### src/hw/vrs_pkg.sv
/*
 * vrs_pkg: constants, register map and state types of the reference
 * sequencer. Assumes a single 125 MHz system clock.
 */
package vrs_pkg;

	localparam int unsigned CLK_HZ        = 125_000_000;
	// stepping clock rates per code mode
	localparam int unsigned STEP_HZ_EIGHT = 1_000_000;
	localparam int unsigned STEP_HZ_SIX   = 250_000;
	localparam logic [8:0]  STEP_DIV_EIGHT = 9'(CLK_HZ / STEP_HZ_EIGHT);
	localparam logic [8:0]  STEP_DIV_SIX   = 9'(CLK_HZ / STEP_HZ_SIX);

	// start-up delays, least times round up
	localparam int unsigned T1_US       = 1000;
	localparam int unsigned T3_US       = 75;
	localparam int unsigned T1_CYCLES   = (T1_US * (CLK_HZ / 1_000_000));
	localparam int unsigned T3_CYCLES   = (T3_US * (CLK_HZ / 1_000_000));
	localparam int unsigned TIMER_W     = 17;
	localparam logic [5:0]  SETTLE_STEPS = 6'h20;

	// reference lsb in microvolts
	localparam int unsigned LSB_UV_EIGHT = 6250;
	localparam int unsigned LSB_UV_SIX   = 25000;
	localparam int unsigned BOOT_UV      = 1_081_000;
	localparam int unsigned UV_EN_UV     = 600_000;
	localparam logic [7:0]  BOOT_CODE    = 8'(BOOT_UV / LSB_UV_EIGHT);
	localparam logic [7:0]  UV_CODE_EIGHT = 8'(UV_EN_UV / LSB_UV_EIGHT);
	localparam logic [7:0]  UV_CODE_SIX   = 8'(UV_EN_UV / LSB_UV_SIX);
	localparam logic [5:0]  CODE6_MASK    = 6'h3F;

	// synchronised pin vector layout
	localparam int unsigned PIN_LOGIC_GOOD  = 0;
	localparam int unsigned PIN_DRIVER_GOOD = 1;
	localparam int unsigned PIN_OUT_ENABLE  = 2;
	localparam int unsigned PIN_MAIN_OSC    = 3;
	localparam int unsigned PIN_UV_CMP      = 4;
	localparam int unsigned PIN_OV_CMP      = 5;
	localparam int unsigned PIN_PG_LEVEL    = 6;
	localparam int unsigned PIN_HS_BASE     = 7;

	// register bus
	localparam int unsigned ADDR_W     = 4;
	localparam logic [3:0]  REG_CTRL   = 4'h0;
	localparam logic [3:0]  REG_STATUS = 4'h4;
	localparam logic [3:0]  REG_REF    = 4'h8;
	localparam int unsigned CTRL_SIX_BIT = 0;
	localparam int unsigned CTRL_OVP_EXT = 1;
	localparam logic [1:0]  CTRL_RESET   = 2'h0;
	localparam int unsigned STAT_STATE   = 0;
	localparam int unsigned STAT_TRANSITION_INDICATOR    = 4;
	localparam int unsigned STAT_UV      = 8;
	localparam int unsigned STAT_OV      = 9;
	localparam int unsigned STAT_TRANS   = 10;
	localparam int unsigned STAT_PG_PIN  = 11;
	localparam int unsigned STAT_PG_REL  = 12;
	localparam int unsigned STAT_BOOT    = 13;
	localparam int unsigned REF_TARGET   = 8;

	typedef enum logic [2:0] {
		ST_OFF, ST_DELAY, ST_RAMP_BOOT, ST_HOLD, ST_RAMP_FINAL, ST_RUN, ST_FAULT
	} vrs_seq_e;

	typedef enum logic [1:0] {DV_IDLE, DV_CONFIRM, DV_STEP, DV_SETTLE} vrs_transition_indicator_e;

	// overvoltage threshold source: fixed low (1.24 V), code, external, fixed high (1.8 V)
	typedef enum logic [1:0] {OV_FIXED_LOW, OV_FROM_CODE, OV_EXTERNAL, OV_FIXED_HIGH} vrs_ovsel_e;

endpackage

### src/hw/vrs_sequencer.sv
/*
 * vrs_sequencer: enable/disable, start-up ramp, dynamic code stepping and
 * protection masking for a multiphase buck reference.
 * Assumes pins are asynchronous (synchronised here), control-loop driver
 * requests are on clock_in, and the register port is a plain strobe bus.
 */
// Implementation choices: the register offsets and the plain strobed port.
// Function
// (RULE1) mask protections during transition, plus 32 steps
// (RULE2) one step equals one reference lsb
// (RULE3) detect on rise, confirm on fall
// (RULE4) step one lsb per stepping cycle
// (RULE5) ignore code changes during transition
// (RULE6) stepping clock 1 MHz or 250 kHz
// (RULE7) six-bit transition indicator covers settle delay
// (RULE8) processor paces code changes itself
// (RULE9) supplies bad keeps all drivers off
// (RULE10) enable released starts ramp to code
// (RULE11) enable low clears faults, drivers off
// (RULE12) ramp only with supplies and enable
// (RULE13) power-good released when ramp reaches code
// (RULE14) undervoltage from 0.6 V, overvoltage always
// (RULE15) eight-bit: delay, boot ramp, hold, ramp
// (RULE16) eight-bit ramp on start-up oscillator
// (RULE17) eight-bit fixed overvoltage threshold before boot
// (RULE18) code below boot steps down from boot
// (RULE19) six-bit ramp on main oscillator
// (RULE20) six-bit start-up fixed or external threshold
// (RULE21) low side held until high side switches
// (RULE22) overvoltage still forces low side on
// (RULE23) undervoltage over one period latches off
// (RULE24) overvoltage latches low on, high off
// (RULE25) code lines pass two-flop synchroniser
// (RULE26) reference stops exactly at target
`timescale 1ns/1ps
module vrs_sequencer #(
	parameter int unsigned PHASES    = 3,
	parameter int unsigned RATE_W    = 12,
	parameter int unsigned T1_CYCLES = vrs_pkg::T1_CYCLES,
	parameter int unsigned T3_CYCLES = vrs_pkg::T3_CYCLES
) (
	input  wire logic              clock_in,
	input  wire logic              arst_n_in,
	input  wire logic [3:0]        reg_addr_in,
	input  wire logic [31:0]       reg_wdata_in,
	input  wire logic              reg_wr_in,
	input  wire logic              reg_rd_in,
	output logic [31:0]            reg_rdata_out,
	input  wire logic [7:0]        code_in,
	input  wire logic              logic_supply_good_in,
	input  wire logic              driver_supply_good_in,
	input  wire logic              output_enable_pin_in,
	input  wire logic              main_oscillator_pin_in,
	input  wire logic [RATE_W-1:0] startup_rate_select_pin_in,
	input  wire logic              undervoltage_compare_in,
	input  wire logic              overvoltage_compare_in,
	input  wire logic [PHASES-1:0] high_side_switching_in,
	input  wire logic [PHASES-1:0] loop_high_side_req_in,
	input  wire logic [PHASES-1:0] loop_low_side_req_in,
	input  wire logic              start_done_power_good_in,
	output logic                   start_done_power_good_out,
	output logic                   start_done_power_good_oe_n_out,
	output logic [7:0]             reference_code_out,
	output logic                   transition_indicator_out,
	output logic                   undervoltage_detection_out,
	output logic                   overvoltage_detection_out,
	output logic [1:0]             ov_threshold_sel_out,
	output logic                   fault_out,
	output logic [PHASES-1:0]      high_side_driver_out,
	output logic [PHASES-1:0]      low_side_driver_out
);
	localparam int unsigned MISC_W = vrs_pkg::PIN_HS_BASE + PHASES;
	localparam int unsigned TW     = vrs_pkg::TIMER_W;

	typedef struct packed {
		logic [MISC_W-1:0]      misc_s1;
		logic [MISC_W-1:0]      misc_s2;
		logic [7:0]             code_s1;
		logic [7:0]             code_s2;
		logic [RATE_W-1:0]      rate_s1;
		logic [RATE_W-1:0]      rate_s2;
		logic                   osc_prev;
		logic [1:0]             ctrl;
		logic [31:0]            rdata;
		vrs_pkg::vrs_seq_e      state;
		vrs_pkg::vrs_transition_indicator_e     dv;
		logic [7:0]             refc;
		logic [7:0]             target;
		logic [7:0]             cand;
		logic [TW-1:0]          timer;
		logic [5:0]             settle;
		logic                   uv_seen;
		logic                   uv_fault;
		logic                   ov_fault;
		logic                   boot_done;
		logic [PHASES-1:0]      hs_started;
		logic [PHASES-1:0]      hs_drv;
		logic [PHASES-1:0]      ls_drv;
		logic                   pg_release;
		logic                   trans_ind;
		logic                   uv_en;
		logic                   ov_en;
		vrs_pkg::vrs_ovsel_e    ov_sel;
	} vrs_state_s;

	vrs_state_s r;
	vrs_state_s next_r;
	logic       step_rise, step_fall, ss_tick, six_bit;

	assign six_bit = r.ctrl[vrs_pkg::CTRL_SIX_BIT];

	vrs_tick_div #(
		.W (9)
	) u_step_div (
		.clock_in   (clock_in),
		.arst_n_in  (arst_n_in),
		.enable_in  (r.state == vrs_pkg::ST_RUN),
		.divisor_in (six_bit ? vrs_pkg::STEP_DIV_SIX : vrs_pkg::STEP_DIV_EIGHT), // RULE6
		.tick_out   (step_rise),
		.half_out   (step_fall)
	);

	// start-up oscillator rate follows the select pin, period in clocks
	vrs_tick_div #(
		.W (RATE_W)
	) u_ss_div (
		.clock_in   (clock_in),
		.arst_n_in  (arst_n_in),
		.enable_in  (r.state == vrs_pkg::ST_RAMP_BOOT || r.state == vrs_pkg::ST_RAMP_FINAL),
		.divisor_in (r.rate_s2), // RULE16
		.tick_out   (ss_tick),
		.half_out   ()
	);

	always_comb begin
		logic              supplies_ok, enabled, main_tick, ramp_tick, uv_cmp;
		logic              ov_cmp, ov_ext, masked, active;
		logic [7:0]        code_m, stepped;
		logic [PHASES-1:0] hs_sw;
		supplies_ok = r.misc_s2[vrs_pkg::PIN_LOGIC_GOOD] & r.misc_s2[vrs_pkg::PIN_DRIVER_GOOD];
		enabled     = supplies_ok & r.misc_s2[vrs_pkg::PIN_OUT_ENABLE];
		masked = (r.state == vrs_pkg::ST_RUN)
			&& (r.dv == vrs_pkg::DV_STEP || r.dv == vrs_pkg::DV_SETTLE); // RULE1
		active = enabled && (r.state == vrs_pkg::ST_RAMP_BOOT || r.state == vrs_pkg::ST_HOLD
			|| r.state == vrs_pkg::ST_RAMP_FINAL || r.state == vrs_pkg::ST_RUN);
		main_tick   = r.misc_s2[vrs_pkg::PIN_MAIN_OSC] & ~r.osc_prev;
		uv_cmp      = r.misc_s2[vrs_pkg::PIN_UV_CMP];
		ov_cmp      = r.misc_s2[vrs_pkg::PIN_OV_CMP];
		hs_sw       = r.misc_s2[vrs_pkg::PIN_HS_BASE +: PHASES];
		ov_ext      = r.ctrl[vrs_pkg::CTRL_OVP_EXT];
		code_m      = six_bit ? {2'h0, r.code_s2[5:0] & vrs_pkg::CODE6_MASK} : r.code_s2;
		ramp_tick   = six_bit ? main_tick : ss_tick; // RULE16 RULE19
		// one lsb toward target, never past it
		if (r.refc < r.target) begin
			stepped = r.refc + 8'h01; // RULE2 RULE26
		end else if (r.refc > r.target) begin
			stepped = r.refc - 8'h01; // RULE26
		end else begin
			stepped = r.refc;
		end

		next_r          = r;
		next_r.misc_s1  = {high_side_switching_in, start_done_power_good_in,
			overvoltage_compare_in, undervoltage_compare_in, main_oscillator_pin_in,
			output_enable_pin_in, driver_supply_good_in, logic_supply_good_in};
		next_r.misc_s2  = r.misc_s1;
		next_r.code_s1  = code_in;
		next_r.code_s2  = r.code_s1; // RULE25
		next_r.rate_s1  = startup_rate_select_pin_in;
		next_r.rate_s2  = r.rate_s1;
		next_r.osc_prev = r.misc_s2[vrs_pkg::PIN_MAIN_OSC];

		if (reg_wr_in && reg_addr_in == vrs_pkg::REG_CTRL) begin
			next_r.ctrl = reg_wdata_in[1:0];
		end

		if (!enabled) begin
			// supply loss or enable low resets every latch
			next_r.state      = vrs_pkg::ST_OFF; // RULE9 RULE11
			next_r.dv         = vrs_pkg::DV_IDLE;
			next_r.refc       = 8'h00; // RULE12
			next_r.target     = 8'h00;
			next_r.timer      = '0;
			next_r.uv_fault   = 1'b0; // RULE11
			next_r.ov_fault   = 1'b0; // RULE11
			next_r.uv_seen    = 1'b0;
			next_r.boot_done  = 1'b0;
			next_r.hs_started = '0;
		end else begin
			unique case (r.state)
			vrs_pkg::ST_OFF: begin
				next_r.timer = '0;
				if (six_bit) begin
					next_r.target = code_m; // RULE19
					next_r.state  = vrs_pkg::ST_RAMP_FINAL; // RULE10 RULE12
				end else begin
					next_r.state = vrs_pkg::ST_DELAY; // RULE10 RULE12
				end
			end
			vrs_pkg::ST_DELAY: begin
				next_r.timer = r.timer + 1'b1;
				if (r.timer == TW'(T1_CYCLES - 1)) begin
					next_r.state  = vrs_pkg::ST_RAMP_BOOT; // RULE15
					next_r.target = vrs_pkg::BOOT_CODE;
				end
			end
			vrs_pkg::ST_RAMP_BOOT: begin
				if (r.refc == vrs_pkg::BOOT_CODE) begin
					next_r.boot_done = 1'b1; // RULE17
					next_r.timer     = '0;
					next_r.state     = vrs_pkg::ST_HOLD; // RULE15
				end else if (ss_tick) begin
					next_r.refc = stepped; // RULE15
				end
			end
			vrs_pkg::ST_HOLD: begin
				next_r.timer = r.timer + 1'b1;
				if (r.timer == TW'(T3_CYCLES - 1)) begin
					next_r.target = code_m; // RULE15 RULE18
					next_r.state  = vrs_pkg::ST_RAMP_FINAL;
				end
			end
			vrs_pkg::ST_RAMP_FINAL: begin
				if (r.refc == r.target) begin
					next_r.state = vrs_pkg::ST_RUN; // RULE13
				end else if (ramp_tick) begin
					next_r.refc = stepped; // RULE18 RULE19
				end
			end
			vrs_pkg::ST_RUN: begin
				unique case (r.dv)
				vrs_pkg::DV_IDLE: begin
					if (step_rise && code_m != r.refc) begin
						next_r.cand = code_m; // RULE3
						next_r.dv   = vrs_pkg::DV_CONFIRM;
					end
				end
				vrs_pkg::DV_CONFIRM: begin
					if (step_fall) begin
						if (code_m == r.cand) begin
							next_r.target = r.cand; // RULE3
							next_r.dv     = vrs_pkg::DV_STEP;
						end else begin
							next_r.dv = vrs_pkg::DV_IDLE;
						end
					end
				end
				vrs_pkg::DV_STEP: begin
					// code lines not looked at until settle ends
					if (step_rise) begin
						next_r.refc = stepped; // RULE4 RULE5 RULE8
						if (stepped == r.target) begin
							next_r.settle = 6'h00;
							next_r.dv     = vrs_pkg::DV_SETTLE;
						end
					end
				end
				vrs_pkg::DV_SETTLE: begin
					if (step_rise) begin
						next_r.settle = r.settle + 6'h01;
						if (r.settle == vrs_pkg::SETTLE_STEPS - 6'h01) begin
							next_r.dv = vrs_pkg::DV_IDLE; // RULE1 RULE5
						end
					end
				end
				endcase
			end
			vrs_pkg::ST_FAULT: begin
				next_r.state = vrs_pkg::ST_FAULT;
			end
			default: begin
				next_r.state = vrs_pkg::ST_OFF;
			end
			endcase

			// undervoltage must persist across a full main oscillator period
			if (!uv_cmp) begin
				next_r.uv_seen = 1'b0;
			end else if (main_tick) begin
				next_r.uv_seen = 1'b1;
				if (r.uv_seen && r.uv_en) begin
					next_r.uv_fault = 1'b1; // RULE23
					next_r.state    = vrs_pkg::ST_FAULT;
				end
			end
			if (ov_cmp && r.ov_en) begin
				next_r.ov_fault = 1'b1; // RULE24
				next_r.state    = vrs_pkg::ST_FAULT;
			end
		end

		next_r.ov_en = enabled && r.state != vrs_pkg::ST_OFF
			&& r.state != vrs_pkg::ST_FAULT && !masked; // RULE1 RULE14
		next_r.uv_en = active && !masked
			&& r.refc >= (six_bit ? vrs_pkg::UV_CODE_SIX : vrs_pkg::UV_CODE_EIGHT); // RULE14
		if (six_bit) begin
			next_r.ov_sel = ov_ext ? vrs_pkg::OV_EXTERNAL : vrs_pkg::OV_FIXED_HIGH; // RULE20
		end else if (!r.boot_done) begin
			next_r.ov_sel = vrs_pkg::OV_FIXED_LOW; // RULE17
		end else begin
			next_r.ov_sel = ov_ext ? vrs_pkg::OV_EXTERNAL : vrs_pkg::OV_FROM_CODE; // RULE17
		end

		next_r.hs_started = enabled ? (r.hs_started | (hs_sw & {PHASES{active}})) : '0;
		next_r.hs_drv     = active ? loop_high_side_req_in : '0; // RULE9 RULE11
		if (next_r.ov_fault) begin
			// same edge as the latch: fault never shows with lows off
			next_r.hs_drv = '0; // RULE24
			next_r.ls_drv = '1; // RULE22 RULE24
		end else if (active) begin
			next_r.ls_drv = loop_low_side_req_in & r.hs_started; // RULE21
		end else begin
			next_r.ls_drv = '0; // RULE9 RULE11 RULE23
		end

		next_r.pg_release = enabled && r.state == vrs_pkg::ST_RUN
			&& !(six_bit && masked); // RULE1 RULE11 RULE13
		next_r.trans_ind  = six_bit && masked; // RULE7

		next_r.rdata = 32'h0000_0000;
		if (reg_rd_in) begin
			unique case (reg_addr_in)
			vrs_pkg::REG_CTRL: begin
				next_r.rdata[1:0] = r.ctrl;
			end
			vrs_pkg::REG_STATUS: begin
				next_r.rdata[vrs_pkg::STAT_STATE +: 3] = r.state;
				next_r.rdata[vrs_pkg::STAT_TRANSITION_INDICATOR +: 2]  = r.dv;
				next_r.rdata[vrs_pkg::STAT_UV]         = r.uv_fault;
				next_r.rdata[vrs_pkg::STAT_OV]         = r.ov_fault;
				next_r.rdata[vrs_pkg::STAT_TRANS]      = masked;
				next_r.rdata[vrs_pkg::STAT_PG_PIN]     = r.misc_s2[vrs_pkg::PIN_PG_LEVEL];
				next_r.rdata[vrs_pkg::STAT_PG_REL]     = r.pg_release;
				next_r.rdata[vrs_pkg::STAT_BOOT]       = r.boot_done;
			end
			vrs_pkg::REG_REF: begin
				next_r.rdata[7:0]                      = r.refc;
				next_r.rdata[vrs_pkg::REF_TARGET +: 8] = r.target;
			end
			default: begin
				next_r.rdata = 32'h0000_0000;
			end
			endcase
		end
	end

	always_ff @(posedge clock_in or negedge arst_n_in) begin
		if (!arst_n_in) begin
			r        <= '0;
			r.ctrl   <= vrs_pkg::CTRL_RESET;
			r.state  <= vrs_pkg::ST_OFF;
			r.dv     <= vrs_pkg::DV_IDLE;
			r.ov_sel <= vrs_pkg::OV_FIXED_LOW;
		end else begin
			r <= next_r;
		end
	end

	assign reg_rdata_out                  = r.rdata;
	assign start_done_power_good_out      = 1'b0;
	assign start_done_power_good_oe_n_out = r.pg_release;
	assign reference_code_out             = r.refc;
	assign transition_indicator_out       = r.trans_ind;
	assign undervoltage_detection_out     = r.uv_en;
	assign overvoltage_detection_out      = r.ov_en;
	assign ov_threshold_sel_out           = r.ov_sel;
	assign fault_out                      = r.ov_fault;
	assign high_side_driver_out           = r.hs_drv;
	assign low_side_driver_out            = r.ls_drv;
endmodule

### src/hw/vrs_tick_div.sv
/*
 * vrs_tick_div: programmable divider giving one-cycle tick and half-period
 * pulses. Assumes divisor is static while enabled; zero acts as one.
 */
`timescale 1ns/1ps
module vrs_tick_div #(
	parameter int unsigned W = 9
) (
	input  wire logic         clock_in,
	input  wire logic         arst_n_in,
	input  wire logic         enable_in,
	input  wire logic [W-1:0] divisor_in,
	output logic              tick_out,
	output logic              half_out
);
	typedef struct packed {
		logic [W-1:0] count;
		logic         tick;
		logic         half;
	} vrs_div_s;

	vrs_div_s r;
	vrs_div_s next_r;

	always_comb begin
		next_r      = r;
		next_r.tick = 1'b0;
		next_r.half = 1'b0;
		if (!enable_in) begin
			next_r.count = '0;
		end else if ({1'b0, r.count} + 1'b1 >= {1'b0, divisor_in}) begin
			next_r.count = '0;
			next_r.tick  = 1'b1;
		end else begin
			next_r.count = r.count + 1'b1;
			next_r.half  = (r.count == (divisor_in >> 1));
		end
	end

	always_ff @(posedge clock_in or negedge arst_n_in) begin
		if (!arst_n_in) begin
			r <= '0;
		end else begin
			r <= next_r;
		end
	end

	assign tick_out = r.tick;
	assign half_out = r.half;
endmodule

### config.mk
export PLATFORM = sky130hd
export DESIGN_NAME = vrs_sequencer
export DESIGN_NICKNAME = d
export VERILOG_FILES = /design/src/hw/vrs_pkg.sv /design/src/hw/vrs_sequencer.sv /design/src/hw/vrs_tick_div.sv
export SDC_FILE = /design/constraint.sdc
export NUM_CORES = 1
export LEC_CHECK = 0
export BUFFER_PORTS_ARGS = -buffer_cell sky130_fd_sc_hd__buf_2
export CORE_MARGIN = 2
export CORE_UTILIZATION = 60
export DETAILED_ROUTE_END_ITERATION = 12
export GPL_ROUTABILITY_DRIVEN = 0
export GPL_TIMING_DRIVEN = 0
export PLACE_DENSITY = 0.83
export REMOVE_ABC_BUFFERS = 1
export SLEW_MARGIN = 25
export SYNTH_ARGS = -nofsm -noshare
export SYNTH_HDL_FRONTEND = slang
export SYNTH_SLANG_ARGS = --single-unit
### constraint.sdc
create_clock -name clock_in -period 8.5 [get_ports clock_in]
set_input_delay 0.85 -clock clock_in [delete_from_list [all_inputs] [get_ports clock_in]]
set_output_delay 0.85 -clock clock_in [all_outputs]
set_load 0.02 [all_outputs]
==> qor.csv, run 1 <==
metric,value,unit
cts_tree,done,
setup_viol,0,
clock_latency,430,ps
antenna_found_initial,0,
dpl_cell_area,9004,um^2
yosysTopAreaCell,dfrtp_1,
vias,6376,
wl,18560,um
drt_drc_violations_left,0,
hpwl,12710,um
vdd_drop_max,154.3,uV
yosysWarnings,0,
post_cts_buffers,0,
final_area,9607,um^2
timing.max_slew.rel_slack,35.98,%
synthCells,857,
syn_area,8761,um^2
drt_iter0_drc,569,
grt_overflow,0,
slew_viol_final,0,
grt_first_pass_wirelength,30460,um
ys_seq_area_share,49.70,%
synth_ff_type,dfrtp_1,
status,finished clean,
hold_ws,323.9,ps
cp-end-kind,flip-flop,
power_density,189.6,nW/um^2
cp-start-kind,flip-flop,
antenna_left,0,
wl_per_cell,17.03,um
yosys.cell_types.count,78,
synth_edf_count,0,
start_util,60.74,%
grt_pass1_vias,6294,
synth-seq-cells,174,
synth_area_per_cell,10.22,um^2
clock-sinks,174,
hp-class,in2async,
leakagePower,0.004538,uW
antenna-diode-count,0,
grt.total_usage,24.39,%
clk_path_buf_depth,2,
numCtsBuffers,17,
hold_buffers,0,
die_w,124.8,um
die_area,15580,um^2
cts_htree_levels,4,
finalSetupTns,0,ps
fin_ws,4799,ps
vias_per_cell,5.850,
fmax,270.2,MHz
min_period,3701,ps
synthTopCellsByCount,"dfrtp_1 (174), nor2_1 (80), nand2_1 (50)",
synth.top_cell.area_share,49.70,%
ios,130,
path_class,reg2reg,
layout.nets,1007,
max_slew.worst_pin.slew,959.4,ps
finClkSkew,8.028,ps
grt_max_degree,76,
num_rows,44,
rsz0062_at_grt,false,
path_clk_slew,70,ps
synth.most_common_cell,dfrtp_1,
fill_cells,1087,
core_area,14420,um^2
crit_path_max_fanout,17,
total_power,1821,uW
first_pass_iters,5,
final-hold-violation-count,0,
drv_cap,0,
cp.arrival,3960,ps
io_buffers,82,
root_buffer,clkbuf_16,
drive_above_1_share,14.90,%
syn_to_final_growth,9.654,%
ctsResizeCount,0,
finalCritPeriodShare,43.54,%
async_reset_ff_share,100.0,%
dp_slack,4889,ps
die_y,124.8,um
cp.required,8760,ps
synth.area.top_cells,"dfrtp_1 (50%), ha_1 (5.1%), buf_4 (4.2%), nor2_1 (3.4%), xor2_1 (3.1%)",
==> final cells by class <==
class / instances / area [um^2] / share of cell area, %
Inverter: 33 / 123.9 / 1.289
Timing Repair Buffer: 84 / 475.5 / 4.949
Clock inverter: 10 / 136.4 / 1.420
Clock buffer: 20 / 466.7 / 4.858
Sequential cell: 174 / 4354 / 45.32
Tap cell: 184 / 230.2 / 2.396
Multi-Input combinational cell: 585 / 3820 / 39.76
==> through the flow <==
stage                     cells  utilization, %
after floorplan             792               -
after global placement     1058           61.90
after detailed placement   1060           62.42
after CTS                  1090           66.60
after global routing       1090           66.60
final                      1090           66.60
==> per-layer routing <==
layer	share of wire (%)	wire length, um	GRT usage, %
met4	2.7	492	10.13
met1	42	7784	31.22
met2	49	9120	39.89
met3	6.3	1165	6.100
met5	0	0	0
==> worst max-delay path, cell delays in order (launching register included) <==
cell and delay (ps):
dfrtp_1 800, inv_1 380, ha_1 380, nand3b_1 150, a31o_2 240, a41o_1 220
a21o_1 190, a41oi_1 470, nand2_1 200, a2111oi_0 510
==> where the power goes <==
group / internal (uW) / total (uW) / switching (uW)
sequential: 850 / 874 / 23.8
combinational: 58.2 / 155 / 96.6
clock: 481 / 792 / 311
==> logic make-up (layout without fill, tap and decap cells) <==
kind of cell,count (synthesis),after routing,share of synthesized area (%)
fa+ha+maj,36,36,5.141
other cells,1,17,0.04280
compound gates,152,152,11.81
buf+inv,114,147,7.498
xor+xnor,61,61,6.098
mux,17,17,2.028
flops,174,174,49.70
simple gates,302,302,17.68
==> state kept, by name, indices dropped and copies added (netlist names), 2 cells and up <==
| register | cells |
|---|---|
| ov_threshold_sel_out | 2 |
| next_r | 31 |
| low_side_driver_out | 3 |
| u_step_div.r | 9 |
| reg_rdata_out | 16 |
| u_ss_div.r | 12 |
| reference_code_out | 8 |
| high_side_driver_out | 3 |
| r | 82 |
==> path summary, 6_finish.rpt <==
check	startpoint	endpoint	slack (ps)	cells after the start
min in group clock_in	next_r[148]	r[148]	340	0
max	r[103]	u_step_div.half_out	4800	9
min	arst_n_in	r[33]	320	1
max reg2reg	r[103]	u_step_div.half_out	4800	9
max in group asynchronous	arst_n_in	reg_rdata_out[4]	7230	3
min reg2reg	next_r[148]	r[148]	340	0
==> layout by cell type, fill, tap and decap left out, types with 17 or more instances in the layout <==
| cell | n |
|---|---|
| dfrtp_1 | 174 |
| buf_2 | 81 |
| nor2_1 | 80 |
| nand2_1 | 50 |
| nand3_1 | 41 |
| a21oi_1 | 37 |
| ha_1 | 36 |
| xor2_1 | 31 |
| xnor2_1 | 30 |
| inv_1 | 30 |
| nor2b_1 | 27 |
| and3_1 | 23 |
| o21ai_0 | 23 |
| nor3_1 | 19 |
| conb_1 | 17 |
| clkbuf_16 | 17 |
Power figures use the tool's default switching activity.
==> run 2: changes to the inputs <==
--- a/config.mk
+++ b/config.mk
@@ -7,11 +7,11 @@
 export LEC_CHECK = 0
 export BUFFER_PORTS_ARGS = -buffer_cell sky130_fd_sc_hd__buf_2
 export CORE_MARGIN = 2
-export CORE_UTILIZATION = 60
+export CORE_UTILIZATION = 57
 export DETAILED_ROUTE_END_ITERATION = 12
 export GPL_ROUTABILITY_DRIVEN = 0
 export GPL_TIMING_DRIVEN = 0
-export PLACE_DENSITY = 0.83
+export PLACE_DENSITY = 0.8
 export REMOVE_ABC_BUFFERS = 1
 export SLEW_MARGIN = 25
 export SYNTH_ARGS = -nofsm -noshare
==> constraint.sdc (replaced) <==
create_clock -name clock_in -period 3.7 [get_ports clock_in]
set_input_delay 0.37 -clock clock_in [delete_from_list [all_inputs] [get_ports clock_in]]
set_output_delay 0.37 -clock clock_in [all_outputs]
set_load 0.02 [all_outputs]
==> run 2 against run 1 <==
Flip-flop and latch count stayed put. Via count is 0.22% lower. Fmax is 6.5% higher. Clock power is 120% higher. Combinational power is 130% higher. Cell count is 0.37% higher. Die area is 5.1% higher. Count of clock-buffer cells in the layout is 3 lower. Core utilization is 3.3 points lower. Critical path depth stayed put. First-iteration DRC count is 4.6% higher. Register-to-register slack worse by 4600 ps.
==> qor.csv, run 2 (same netlist as run 1, synthesis figures left out) <==
metric,value,unit
status,finished clean,
grt_first_pass_wirelength,30080,um
vdd_drop_max,296.6,uV
hp-class,in2reg,
start_util,58.06,%
finClkSkew,12.47,ps
cp-start-kind,flip-flop,
wl_per_cell,16.94,um
multiInputGateArea,3820,um^2
path_clk_slew,70,ps
min_period,3474,ps
fmax,287.9,MHz
die_area,16380,um^2
largest_reg_flops,82,
clock-sinks,174,
first_pass_iters,5,
setup_viol,0,
root_buffer,clkbuf_16,
final-instance-count-excl-fill,1094,
drt_drc_violations_left,0,
dp.cells,1063,
finalCritPeriodShare,93.88,%
io_buffers,82,
rsz0062_at_grt,false,
final_cell_mix,"dfrtp_1 (173), buf_2 (81), nor2_1 (80)",
grt_max_degree,99,
cts_htree_levels,4,
final-hold-violation-count,0,
top_register,r,
fill_cells,1208,
wl,18540,um
power_density,427.3,nW/um^2
antenna_left,0,
vias_per_cell,5.815,
numCtsBuffers,17,
seq_area,4355,um^2
syn_to_final_growth,9.112,%
drv_cap,0,
antenna-diode-count,0,
die_y,128.0,um
cp.arrival,3790,ps
num_rows,45,
post_cts_buffers,0,
grt.total_usage,23.34,%
die_w,128.0,um
leakagePower,0.004510,uW
drt_iter0_drc,595,
layout_commonest_cell,dfrtp_1,
timing.max_slew.rel_slack,38.66,%
clock_latency,430,ps
cts_tree,done,
drive_above_1_share,14.90,%
grt_overflow,0,
cp-end-kind,flip-flop,
vias,6362,
max_slew.worst_pin.slew,919.1,ps
crit_path_max_fanout,14,
cp.required,4020,ps
layout.nets,1007,
ios,130,
clk_path_buf_depth,2,
slew_viol_final,0,
antenna_found_initial,0,
core_area,15090,um^2
hpwl,12510,um
finalSetupTns,0,ps
grt_pass1_vias,6103,
path_class,reg2reg,
-- run 2: cell types whose count changed in the layout (fill, tap and decap cells not counted), sizes merged --
cell,change
buf,-1
bufinv,-1
clkbuf,-3
dlygate4sd3,+1
clkinv,+2
inv,+2
-- run 2: area by class of cell --
type / instances / share of cell area (%)
sequential: 174 / 45.56
clock inverter: 13 / 1.479
timing repair buffer: 84 / 4.791
clock buffer: 17 / 4.450
tap: 188 / 2.461
multi-input combinational: 585 / 39.96
inverter: 33 / 1.296
-- run 2: path summary, 6_finish.rpt --
kind / depth (start not counted) / end / slack, ps / start
setup / recovery: 9 / r[66] / 230 / reference_code_out[7]
hold / removal: 1 / next_r[151] / 40 / overvoltage_compare_in
setup reg to reg: 9 / r[66] / 230 / reference_code_out[7]
hold reg to reg: 0 / r[116] / 350 / next_r[116]
max in group asynchronous: 3 / r[103] / 2320 / arst_n_in
min in group asynchronous: 2 / r[110] / 500 / arst_n_in
-- run 2: what timing repair did --
action,4_1_cts,5_1_grt
hold endpoints to repair,76,0
hold buffers,1,0
setup endpoints to repair,1,0
gates resized for setup,1,0
-- run 2: layer usage --
metal / up-vias / GRT usage [%] / routed length, um
met4: 0 / 10.67 / 592
met5: - / 0 / 0
li1: 3004 / - / -
met3: 47 / 4.132 / 1000
met1: 3076 / 30.30 / 7961
met2: 235 / 38.50 / 8983
-- run 2: metrics by stage --
step           total power [uW]  area, um^2  worst slack, ps  util, %  hold slack, ps
2_1_floorplan              2243        8288            790.6        -           74.41
3_3_place_gp               2375        8934           -308.2    59.20           332.9
3_5_place_dp               2388        8981           -8.159    59.52           334.7
4_1_cts                    4112        9559            223.8    63.35           28.17
5_1_grt                    4245        9559            21.11    63.35           23.36
6_report                   4085        9559            226.3    63.35           43.17
-- run 2: worst max-delay path, stage by stage, from the launching register on --
cell and delay, ps:
dfrtp_1 630, ha_1 460, nand2_1 100, o21ai_1 370, nor3_1 110, a2111oi_0 470
o21bai_1 250, o211ai_1 150, or3_1 520, a211oi_1 290
-- run 2: power breakdown --
| part | leakage, uW | switching [uW] | internal, uW | total, uW |
|---|---|---|---|---|
| Sequential | 0.00228 | 55.3 | 1950 | 2010 |
| Clock | 0.000272 | 734 | 989 | 1720 |
| Combinational | 0.00196 | 222 | 131 | 353 |
